## src/rtl/msgobj_defines.vh

```
// Register offsets, field positions and reset values of the arbitration block
`ifndef MSGOBJ_DEFINES_VH
`define MSGOBJ_DEFINES_VH

// ----------------------------------------------------------------------------
// Register byte offsets, first interface set
// ----------------------------------------------------------------------------
`define ARB_LOW_OFS1      8'h30
`define ARB_HIGH_OFS1     8'h34
`define MSG_CTL_OFS1      8'h38

// ----------------------------------------------------------------------------
// Register byte offsets, second interface set
// ----------------------------------------------------------------------------
`define ARB_LOW_OFS2      8'h90
`define ARB_HIGH_OFS2     8'h94
`define MSG_CTL_OFS2      8'h98

// ----------------------------------------------------------------------------
// Upper arbitration register fields
// ----------------------------------------------------------------------------
`define EXT_ID_BIT        14
`define TRANSFER_WAY_BIT  13
`define HIGH_ID_MSB       12
`define STD_ID_LSB        2

// ----------------------------------------------------------------------------
// Message control register fields
// ----------------------------------------------------------------------------
`define NEW_DATA_BIT      15
`define MSG_LOST_BIT      14
`define INT_PEND_BIT      13
`define USE_MASK_BIT      12
`define TX_INT_EN_BIT     11
`define RX_INT_EN_BIT     10
`define REMOTE_ANSWER_BIT 9
`define TX_REQUEST_BIT    8
`define END_OF_BUF_BIT    7
`define DLC_MSB           3

// ----------------------------------------------------------------------------
// Reset values and writable-bit masks
// ----------------------------------------------------------------------------
`define ARB_LOW_RST       16'h0000
`define ARB_HIGH_RST      15'h0000
`define MSG_CTL_RST       16'h0000
`define ARB_LOW_WMASK     16'hFFFF
`define ARB_HIGH_WMASK    16'h7FFF
`define MSG_CTL_WMASK     16'hFF8F

`endif

```

## src/rtl/id_match.v

```verilog
// Identifier assembly and receive match for one message object
`timescale 1ns/1ns

`include "msgobj_defines.vh"

module id_match (
   input  wire [15:0] low_id,     // Lower arbitration identifier bits
   input  wire [12:0] high_id,    // Upper arbitration identifier bits
   input  wire        ext_id_flag, // Object uses 29-bit identifier
   input  wire [28:0] rx_id,      // Identifier of received frame
   input  wire        rx_ext,     // Received frame is extended
   output reg  [28:0] full_id,    // Assembled object identifier
   output reg         match       // Received identifier equals object's
);

   // -------------------------------------------------------------------------
   // Identifier assembly and compare
   // -------------------------------------------------------------------------
   // Extended objects join both registers, standard ones use the upper field
   always @* begin
      if (ext_id_flag) begin
         full_id = {high_id, low_id};
         match   = rx_ext && (rx_id == full_id);
      end else begin
         // Lower register is ignored for standard identifiers
         full_id = {18'h00000, high_id[`HIGH_ID_MSB:`STD_ID_LSB]};
         match   = !rx_ext && (rx_id[10:0] == full_id[10:0]);
      end
   end

endmodule

```

## src/rtl/msgobj_arb.v

```verilog
// Message object arbitration registers with Avalon-MM slave and frame engine
//
// Register access over Avalon-MM was chosen for this implementation.
`timescale 1ns/1ns

`include "msgobj_defines.vh"

module msgobj_arb (
   input  wire        clock,       // System clock, 10 MHz
   input  wire        rst_b,       // Asynchronous reset, active low
   input  wire [7:0]  address,     // Avalon byte address
   input  wire        read,        // Avalon read request
   input  wire        write,       // Avalon write request
   input  wire [31:0] writedata,   // Avalon write data
   input  wire [3:0]  byteenable,  // Avalon byte lanes
   output reg  [31:0] readdata,    // Avalon read data
   output reg         waitrequest, // Avalon stall, low marks the answer
   input  wire        rx_valid,    // One-cycle pulse: frame received
   input  wire [28:0] rx_id,       // Received identifier
   input  wire        rx_ext,      // Received frame is extended
   input  wire        rx_remote,   // Received frame is a remote frame
   input  wire [3:0]  rx_dlc,      // Received data length code
   input  wire        tx_done,     // One-cycle pulse: offered frame sent
   output reg         tx_valid,    // Frame offered to the bus engine
   output reg  [28:0] tx_id,       // Identifier of offered frame
   output reg         tx_ext,      // Offered frame is extended
   output reg         tx_remote,   // Offered frame is a remote frame
   output reg  [3:0]  tx_dlc,      // Length code of offered frame
   output reg         tx_obj       // Which object the frame belongs to
);

   // -------------------------------------------------------------------------
   // Local constants and helpers
   // -------------------------------------------------------------------------
   localparam OBJ_COUNT = 2; // One object per interface set

   // Merge write data into a 16-bit register under lane and bit masks
   // Bits outside the lane and write masks keep their old value
   function [15:0] merge16;
      input [15:0] old_val;
      input [15:0] new_val;
      input [1:0]  lanes;
      input [15:0] wmask;
      reg   [15:0] m;
      begin
         m       = {{8{lanes[1]}}, {8{lanes[0]}}} & wmask;
         merge16 = (old_val & ~m) | (new_val & m);
      end
   endfunction

   // -------------------------------------------------------------------------
   // Bus handshake
   // -------------------------------------------------------------------------
   wire        bus_req;      // Any request present
   wire        wr_commit;    // Write takes effect this edge
   wire        rd_take;      // Read data is captured this edge
   reg         waitrequest_next; // Next stall value
   reg  [31:0] readdata_next;    // Next read data value
   wire [63:0] rd_flat;      // Read words of both objects, zero if missed

   // Reads capture on the first edge of a request, writes commit on the
   // edge where the stall is low, so each access lands exactly once
   assign bus_req   = read | write;
   assign wr_commit = write && !waitrequest;
   assign rd_take   = read && waitrequest;

   // Answer one cycle after the request appears, then stall again
   always @* begin
      waitrequest_next = !(bus_req && waitrequest);
      if (rd_take) begin
         // Unmapped addresses read as zero
         readdata_next = rd_flat[31:0] | rd_flat[63:32];
      end else begin
         readdata_next = readdata;
      end
   end

   // Bus answer flip-flops
   always @(posedge clock or negedge rst_b) begin
      if (!rst_b) begin
         waitrequest <= 1'b1;
         readdata    <= 32'h00000000;
      end else begin
         waitrequest <= waitrequest_next;
         readdata    <= readdata_next;
      end
   end

   // -------------------------------------------------------------------------
   // Per-object state gathered for the frame engine
   // -------------------------------------------------------------------------
   wire [OBJ_COUNT-1:0]    req_vec;  // Transmit request flags
   wire [OBJ_COUNT-1:0]    way_vec;  // Transfer way, high for transmit
   wire [OBJ_COUNT-1:0]    ext_vec;  // Extended identifier flags
   wire [29*OBJ_COUNT-1:0] id_flat;  // Assembled identifiers
   wire [4*OBJ_COUNT-1:0]  dlc_flat; // Data length codes

   // -------------------------------------------------------------------------
   // Message objects
   // -------------------------------------------------------------------------
   // Both interface sets share one body; only their offsets differ
   genvar g;
   generate
      for (g = 0; g < OBJ_COUNT; g = g + 1) begin : obj
         // Offsets of this interface set
         wire [7:0]  low_ofs;
         wire [7:0]  high_ofs;
         wire [7:0]  ctl_ofs;
         wire        wr_low;        // Software writes lower arbitration
         wire        wr_high;       // Software writes upper arbitration
         wire        wr_ctl;        // Software writes message control
         reg  [15:0] iface_arb_low_reg;      // Lower identifier bits
         reg  [14:0] iface_arb_high_reg;     // Flags and upper identifier
         reg  [15:0] iface_msg_control_reg;  // Message control bits
         reg  [15:0] iface_msg_control_next; // Next message control
         reg  [15:0] ctl_sw;        // Control after software write
         reg  [31:0] rd_word;       // Read word of this object
         wire [15:0] high_merged;   // Upper register after write merge
         wire [28:0] full_id;       // Assembled identifier
         wire        id_hit;        // Received identifier matches
         wire        rx_store;      // Data frame lands in this object
         wire        remote_set;    // Remote frame raises the request
         wire        sent;          // Offered frame of this object sent

         assign low_ofs  = (g == 0) ? `ARB_LOW_OFS1 : `ARB_LOW_OFS2;
         assign high_ofs = (g == 0) ? `ARB_HIGH_OFS1 : `ARB_HIGH_OFS2;
         assign ctl_ofs  = (g == 0) ? `MSG_CTL_OFS1 : `MSG_CTL_OFS2;
         assign wr_low   = wr_commit && (address == low_ofs);
         assign wr_high  = wr_commit && (address == high_ofs);
         assign wr_ctl   = wr_commit && (address == ctl_ofs);
         assign high_merged = merge16({1'b0, iface_arb_high_reg}, writedata[15:0],
                                      byteenable[1:0], `ARB_HIGH_WMASK);

         // Identifier assembly and compare
         // Matching is exact; acceptance masks are not modelled
         id_match u_match (
            .low_id      (iface_arb_low_reg),
            .high_id     (iface_arb_high_reg[`HIGH_ID_MSB:0]),
            .ext_id_flag (iface_arb_high_reg[`EXT_ID_BIT]),
            .rx_id       (rx_id),
            .rx_ext      (rx_ext),
            .full_id     (full_id),
            .match       (id_hit)
         );

         // Data frame for a receive object is stored here
         assign rx_store = rx_valid && id_hit && !rx_remote &&
                           !iface_arb_high_reg[`TRANSFER_WAY_BIT];
         // Remote frame for a transmit object with remote answer enabled raises its request
         assign remote_set = rx_valid && id_hit && rx_remote &&
                             iface_arb_high_reg[`TRANSFER_WAY_BIT] &&
                             iface_msg_control_reg[`REMOTE_ANSWER_BIT];
         // Only the owner of the standing offer sees its completion
         assign sent = tx_done && tx_valid && (tx_obj == ((g == 0) ? 1'b0 : 1'b1));

         // Control next value: software first, hardware sets win last
         always @* begin
            if (wr_ctl) begin
               ctl_sw = merge16(iface_msg_control_reg, writedata[15:0],
                                byteenable[1:0], `MSG_CTL_WMASK);
            end else begin
               ctl_sw = iface_msg_control_reg;
            end
            iface_msg_control_next = ctl_sw;
            // Request drops once the frame has left
            if (sent) begin
               // A request written in the same cycle survives the drop
               if (!(wr_ctl && byteenable[1] && writedata[`TX_REQUEST_BIT])) begin
                  iface_msg_control_next[`TX_REQUEST_BIT] = 1'b0;
               end
               if (iface_msg_control_reg[`TX_INT_EN_BIT]) begin
                  iface_msg_control_next[`INT_PEND_BIT] = 1'b1;
               end
            end
            // A remote frame arriving with the drop still sets the request
            if (remote_set) begin
               iface_msg_control_next[`TX_REQUEST_BIT] = 1'b1;
            end
            // New data overwrites, unread data counts as lost
            if (rx_store) begin
               iface_msg_control_next[`NEW_DATA_BIT] = 1'b1;
               if (iface_msg_control_reg[`NEW_DATA_BIT]) begin
                  iface_msg_control_next[`MSG_LOST_BIT] = 1'b1;
               end
               iface_msg_control_next[`DLC_MSB:0] = rx_dlc;
               if (iface_msg_control_reg[`RX_INT_EN_BIT]) begin
                  iface_msg_control_next[`INT_PEND_BIT] = 1'b1;
               end
            end
         end

         // Object register flip-flops
         always @(posedge clock or negedge rst_b) begin
            if (!rst_b) begin
               iface_arb_low_reg     <= `ARB_LOW_RST;
               iface_arb_high_reg    <= `ARB_HIGH_RST;
               iface_msg_control_reg <= `MSG_CTL_RST;
            end else begin
               if (wr_low) begin
                  iface_arb_low_reg <= merge16(iface_arb_low_reg, writedata[15:0],
                                               byteenable[1:0], `ARB_LOW_WMASK);
               end
               if (wr_high) begin
                  iface_arb_high_reg <= high_merged[14:0];
               end
               iface_msg_control_reg <= iface_msg_control_next;
            end
         end

         // Read word of this object, zero when the address misses
         // Upper arbitration bit 15 is not stored and reads as zero
         always @* begin
            if (address == low_ofs) begin
               rd_word = {16'h0000, iface_arb_low_reg};
            end else if (address == high_ofs) begin
               rd_word = {17'h00000, iface_arb_high_reg};
            end else if (address == ctl_ofs) begin
               rd_word = {16'h0000, iface_msg_control_reg};
            end else begin
               rd_word = 32'h00000000;
            end
         end

         // Hand state to the shared logic
         assign rd_flat[32*g +: 32] = rd_word;
         assign req_vec[g]          = iface_msg_control_reg[`TX_REQUEST_BIT];
         assign way_vec[g]          = iface_arb_high_reg[`TRANSFER_WAY_BIT];
         assign ext_vec[g]          = iface_arb_high_reg[`EXT_ID_BIT];
         assign id_flat[29*g +: 29] = full_id;
         assign dlc_flat[4*g +: 4]  = iface_msg_control_reg[`DLC_MSB:0];
      end
   endgenerate

   // -------------------------------------------------------------------------
   // Frame engine hand-off
   // -------------------------------------------------------------------------
   reg         sel;          // Object chosen for the next frame
   reg         tx_valid_next;
   reg  [28:0] tx_id_next;
   reg         tx_ext_next;
   reg         tx_remote_next;
   reg  [3:0]  tx_dlc_next;
   reg         tx_obj_next;

   // The offer is frozen while it stands, so a request on the other
   // object waits until the bus engine reports the frame sent.
   // A receive object with a request asks for its data with a
   // remote frame carrying its own identifier and length code.
   // Offer one frame at a time, first object has priority
   always @* begin
      sel            = !req_vec[0];
      tx_valid_next  = tx_valid;
      tx_id_next     = tx_id;
      tx_ext_next    = tx_ext;
      tx_remote_next = tx_remote;
      tx_dlc_next    = tx_dlc;
      tx_obj_next    = tx_obj;
      if (tx_valid) begin
         // Offer stands until the engine reports it sent
         if (tx_done) begin
            tx_valid_next = 1'b0;
         end
      end else if (|req_vec) begin
         tx_valid_next  = 1'b1;
         tx_obj_next    = sel;
         tx_id_next     = id_flat[29*sel +: 29];
         tx_ext_next    = ext_vec[sel];
         // Receive objects ask with a remote frame, transmit send data
         tx_remote_next = !way_vec[sel];
         tx_dlc_next    = dlc_flat[4*sel +: 4];
      end
   end

   // Frame offer flip-flops
   // Fields load only when a new offer starts, then hold
   always @(posedge clock or negedge rst_b) begin
      if (!rst_b) begin
         tx_valid  <= 1'b0;
         tx_id     <= 29'h00000000;
         tx_ext    <= 1'b0;
         tx_remote <= 1'b0;
         tx_dlc    <= 4'h0;
         tx_obj    <= 1'b0;
      end else begin
         tx_valid  <= tx_valid_next;
         tx_id     <= tx_id_next;
         tx_ext    <= tx_ext_next;
         tx_remote <= tx_remote_next;
         tx_dlc    <= tx_dlc_next;
         tx_obj    <= tx_obj_next;
      end
   end

endmodule

```

## config.mk

```make
export PLATFORM = sky130hd
export DESIGN_NAME = msgobj_arb
export DESIGN_NICKNAME = d
export VERILOG_FILES = /design/src/rtl/id_match.v /design/src/rtl/msgobj_arb.v
export VERILOG_INCLUDE_DIRS = /design/src /design/src/rtl
export SDC_FILE = /design/constraint.sdc
export NUM_CORES = 1
export LEC_CHECK = 0
export BUFFER_PORTS_ARGS = -buffer_cell sky130_fd_sc_hd__buf_2
export CAP_MARGIN = 20
export CORE_MARGIN = 3
export CORE_UTILIZATION = 25
export CTS_CLUSTER_DIAMETER = 200
export DETAILED_ROUTE_END_ITERATION = 8
export PLACE_DENSITY = 0.48
export SKIP_LAST_GASP = 1
export SLEW_MARGIN = 20
export SYNTH_ARGS = -nofsm -noshare
export SYNTH_HDL_FRONTEND = slang
export SYNTH_SLANG_ARGS = --single-unit
```

## constraint.sdc

```tcl
create_clock -name clock -period 2.5 [get_ports clock]
set_clock_uncertainty 0.2 [all_clocks]
set_input_delay 0.5 -clock clock [delete_from_list [all_inputs] [get_ports clock]]
set_output_delay 0.5 -clock clock [all_outputs]
set_load 0.03 [all_outputs]
```

After elaboration in Yosys (flattened, before gate mapping)
Index checks and enable logic that the tools add are counted.
W data, S select, Z words.
{"block": "totals", "output_inout_bits": 70, "input_bits": 85, "ff_bits": 164}
{"block": "op_classes", "n_shift": 2, "mul": 1, "bitwise_logic": 22, "eq_ne": 10, "muxes": 37, "reduce_logical": 44, "magnitude_cmp": 1}
{"op": "$and A16 B16 Y16", "count": 6}
{"op": "$mux W16", "count": 6}
{"op": "$mux W32", "count": 2}
{"op": "$or A16 B16 Y16", "count": 4}
{"op": "$eq A29 B29 Y1", "count": 2}
{"op": "$mux W29", "count": 2}
{"op": "$shiftx A58 B7 Y29", "count": 1}
{"op": "$and A15 B15 Y15", "count": 3}
{"op": "$logic_and A1 B1 Y1", "count": 32}
{"op": "$not A16 Y16", "count": 2}
{"op": "$or A32 B32 Y32", "count": 1}
{"op": "$or A15 B15 Y15", "count": 2}
{"op": "$eq A8 B6 Y1 const B", "count": 3}
{"op": "$eq A8 B8 Y1 const B", "count": 3}
{"op": "$mux W1", "count": 23}
{"op": "$eq A11 B11 Y1", "count": 2}
{"op": "$not A15 Y15", "count": 1}
{"op": "$logic_not A1 Y1", "count": 8}
{"op": "$mux W4", "count": 2}
{"op": "$shiftx A8 B4 Y4", "count": 1}
{"op": "$mul A5 B1 Y6 const A", "count": 1}
{"op": "$mux W3", "count": 2}
{"op": "$reduce_bool A2 Y1", "count": 2}
{"op": "$lt A1 B2 Y1 const B", "count": 1}
{"op": "other kinds (4)", "count": 5}

Depth between registers and ports, before layout
{"block": "depth", "depth_word": 8, "depth_mapped": 8, "ltp_nobuf": 6}

Modules after synthesis
A second synthesis with hierarchy kept.
{"block": "unflattened", "cells_unflattened": 734, "hier_area_um2": 8044.0}
{"module": "msgobj_arb", "n_inst": 1, "cells_per_inst": 558, "area_per_inst_um2": 6655.1}
{"module": "id_match", "n_inst": 2, "cells_per_inst": 88, "area_per_inst_um2": 694.4}

Worst setup path before layout
OpenSTA, ideal clock, no wires.
{"block": "synth_path", "path_type": "input to register", "startpoint": "in address[2]", "endpoint": "reg obj[1].iface_msg_control_reg[0]", "cell_stages": 5, "path_slack_ps": 277, "t_arrival_ps": 1899, "cell_sequence": "or4b_4 nor2_8 nand2_4 mux2_4 mux2_2"}
{"block": "synth_via", "elab_chain_cells": 3}
{"element": "start, declared", "line_no": "msgobj_arb.v:11", "rtl": "input wire [7:0] address,"}
{"element": "$eq A8 B8 Y1", "line_no": "msgobj_arb.v:130", "rtl": "assign wr_ctl = wr_commit && (address == ctl_ofs);"}
{"element": "$logic_and A1 B1 Y1", "line_no": "msgobj_arb.v:130"}
{"element": "$reduce_bool A2 Y1 (no source line)"}
{"element": "end signal, assigned", "line_no": "msgobj_arb.v:197", "rtl": "iface_msg_control_reg <= `MSG_CTL_RST;"}
{"element": "end signal, assigned", "line_no": "msgobj_arb.v:206", "rtl": "iface_msg_control_reg <= iface_msg_control_next;"}
{"element": "end, declared", "line_no": "msgobj_arb.v:114", "rtl": "reg [15:0] iface_msg_control_reg;"}
Every way passes these cells.
A chain may end at the register's enable or synchronous reset.

==> results_dict.tcl <==
set metrics [dict create \
    hp-class "input pin to register" \
    maxCapViolCount 0 \
    tritoncts "built" \
    worst_pin_slew_ps 517 \
    route.detailed.drc 0 \
    grt-ovfl-total 0 \
    crit_family "simple AND/OR/NAND/NOR gates" \
    fp-row-count 62 \
    min_period_ps 2350 \
    cts_setup_buffers 0 \
    clockRootBuffer "clkbuf_16" \
    power_density_nw_per_um2 646 \
    holdWs_ps 37.2 \
    cp-end-kind "register" \
    peakVddDrop_uv 482 \
    synth_async_sr_flop_share_pct 100 \
    avgSynthCellArea_um2 11.1 \
    drv_slew 0 \
    clock_latency_ps 430 \
    rsz0062_at_grt "false" \
    core_area_um2 28900 \
    busiest_layer "met2" \
    ant_nets 0 \
    drive_gt1_share_pct 37.2 \
    gr-usage-met1_pct 24.8 \
    nNetsFinal 926 \
    dieArea_um2 31700 \
    start_kind "register" \
    min_delay_path_depth 2 \
    cts_buffers 17 \
    r2r_end "obj[1].iface_msg_control_reg[1]" \
    cp_slowest_cell "nor4_1" \
    critPathBufInv 2 \
    cpMostUsedCell "buf_4" \
    timing.hold.worst_endpoint "waitrequest" \
    critPathMaxStageDelay_ps 460 \
    die_width_um 178 \
    first_pass_iters 6 \
    worstSetupPathType "register to register" \
    areaGrowthSynthToFinish_pct 28.8 \
    finalWorstSetupSlack_ps 147 \
    fmax_mhz 425 \
    drtIter0Drc 492 \
    num_vias 6050 \
    synth.distinct_cells 43 \
    ff2ff_path_depth 8 \
    io_buffers 120 \
    dp_hpwl_mm 20.6 \
    maxSlewHeadroom_pct 65.5 \
    gp_congestion 0.940 \
    timing.final.crit_share_pct 94.1 \
    min-delay-start "read" \
    cts.path.max_buffers 2 \
    grt_max_degree 73 \
    viasPerCell 4.89 \
    r2r_slack_ps 150 \
    cp_data_required_time_ps 2610 \
    ys.flop_type "dfrtp_1" \
    final-hold-violation-count 0 \
    start_util_pct 25.6 \
    syn-instance-count 669 \
    clk_pin_slew_ps 60 \
    antenna_found_initial 0 \
    fp.dieH_um 178 \
    fin_util_pct 33.0 \
    ios 155 \
    worstPathCellList "xor2_1 > nor4_1 > nand4_1 > o21ai_1 > buf_4 > nand2_1 > buf_4 > mux2_2" \
    wirelength_mm 26.7 \
    crit_fanout 5 \
    antennaDiodeCount 0 \
    ys_warn_count 0 \
    track_usage_pct 17.1 \
    synth_seq_cells 142 \
    synth_edf_count 0 \
    grt_pass1_wl_mm 40.2 \
    cts_sinks 142 \
    setup_violations 0 \
    met2_usage_pct 26.6 \
    h-tree-depth 4 \
    outcome "completed" \
    netlist_area_um2 7410 \
    place_ws_ps -53.9 \
    p_leak_nw 4.50 \
    grt_pass1_vias 6087 \
    ys_seq_area_share_pct 48.0 \
    use_met3_pct 3.17 \
    wl_per_cell_um 21.6 \
    arrival_ps 2460 \
]
==> placed cells by master (no fill, tap or decap), drive strengths merged <==
cell type / instances
nor2: 39
mux2: 92
nand4bb: 2
nor3: 3
nand2b: 2
a22oi: 25
a31oi: 16
a21oi: 16
xor2: 39
nor2b: 1
o31a: 1
a221oi: 1
and3: 2
or3: 1
and3b: 2
clkinv: 1
o21ai: 43
and4: 1
nand3: 11
and2: 2
o21bai: 1
nand4: 15
mux2i: 21
nor4: 15
dlygate4sd3: 1
dfstp: 1
a222oi: 25
clkinvlp: 3
buf: 186
nand2: 56
inv: 2
bufinv: 6
xnor2: 41
clkbuf: 20
or4b: 1
o2bb2ai: 1
conb: 16
dfrtp: 141
==> cells in the mapped netlist (2+ instances only) <==
| cell | instances | area, um^2 |
|---|---|---|
| nand4_1 | 15 | 93.8 |
| nand3_1 | 11 | 55.1 |
| buf_4 | 16 | 120 |
| xnor2_1 | 41 | 359 |
| buf_1 | 2 | 7.51 |
| o21ai_1 | 3 | 15.0 |
| nor4_1 | 15 | 93.8 |
| nand2b_1 | 2 | 12.5 |
| and3_1 | 2 | 12.5 |
| o21ai_0 | 40 | 200 |
| clkbuf_1 | 27 | 101 |
| xor2_1 | 39 | 342 |
| mux2_4 | 4 | 60.1 |
| mux2_2 | 88 | 991 |
| a21oi_1 | 16 | 80.1 |
| buf_2 | 4 | 20.0 |
| nor3_1 | 3 | 15.0 |
| nor2_1 | 35 | 131 |
| and2_1 | 2 | 12.5 |
| inv_1 | 2 | 7.51 |
| a22oi_1 | 25 | 188 |
| nand2_1 | 54 | 203 |
| a222oi_1 | 25 | 250 |
| dfrtp_1 | 141 | 3530 |
| nor2_2 | 2 | 12.5 |
| and3b_1 | 2 | 17.5 |
| mux2i_1 | 21 | 210 |
| a31oi_1 | 16 | 100 |
| nand4bb_1 | 2 | 22.5 |
==> stage by stage <==
stage	area [um^2]	TNS, ps	power [mW]	std cells
after floorplan	7470	0	2.92	684
after global placement	8860	-427	3.28	1205
after detailed placement	8860	-331	3.29	1205
after CTS	9540	0	6.22	1236
after global routing	9550	0	6.39	1236
final	9550	0	6.17	1236
==> worst max path at each step <==
stage	from	endpoint	cells after the start
3_5_place_dp	rx_id[17]	obj[1].iface_msg_control_reg[1]	9
6_report	register	obj[1].iface_msg_control_reg[1]	8
2_1_floorplan	address[2]	obj[1].iface_msg_control_reg[0]	5
4_1_cts	register	obj[1].iface_msg_control_reg[1]	8
3_3_place_gp	rx_id[17]	obj[1].iface_msg_control_reg[0]	9
5_1_grt	register	obj[1].iface_msg_control_reg[1]	8
==> per-layer routing <==
metal	wire [um]	vias to the layer above
li1	-	2779
met1	12700	3038
met3	1520	20
met4	288	0
met2	12300	213
met5	0	-
==> cell families after synthesis <==
group | Yosys count | synth area share (%)
mux | 113 | 17.0
flops | 142 | 48.0
simple gates | 153 | 10.3
xor+xnor | 80 | 9.46
buf+inv | 51 | 3.46
compound gates | 129 | 11.7
other cells | 1 | 0.0506
==> final cells by class <==
class / count / area [um^2]
multi-input combinational: 491 / 3670
clock buffer: 20 / 457
clock inverter: 10 / 211
tap: 384 / 480
sequential: 142 / 3550
inverter: 2 / 7.51
timing repair buffer: 187 / 1160
fill: 3027 / 19400
==> timing repair <==
action / CTS / global route
gates resized for setup: 0 / 1
setup endpoints to repair: 0 / 4
hold buffers: 1 / 0
endpoints found under the hold margin: 45 / 0
==> report_power, final <==
group | internal, mW | switching, mW
registers | 2.40 | 0.102
clock network | 1.91 | 1.01
logic | 0.249 | 0.501
No activity file was read; power rests on OpenSTA's default activity.
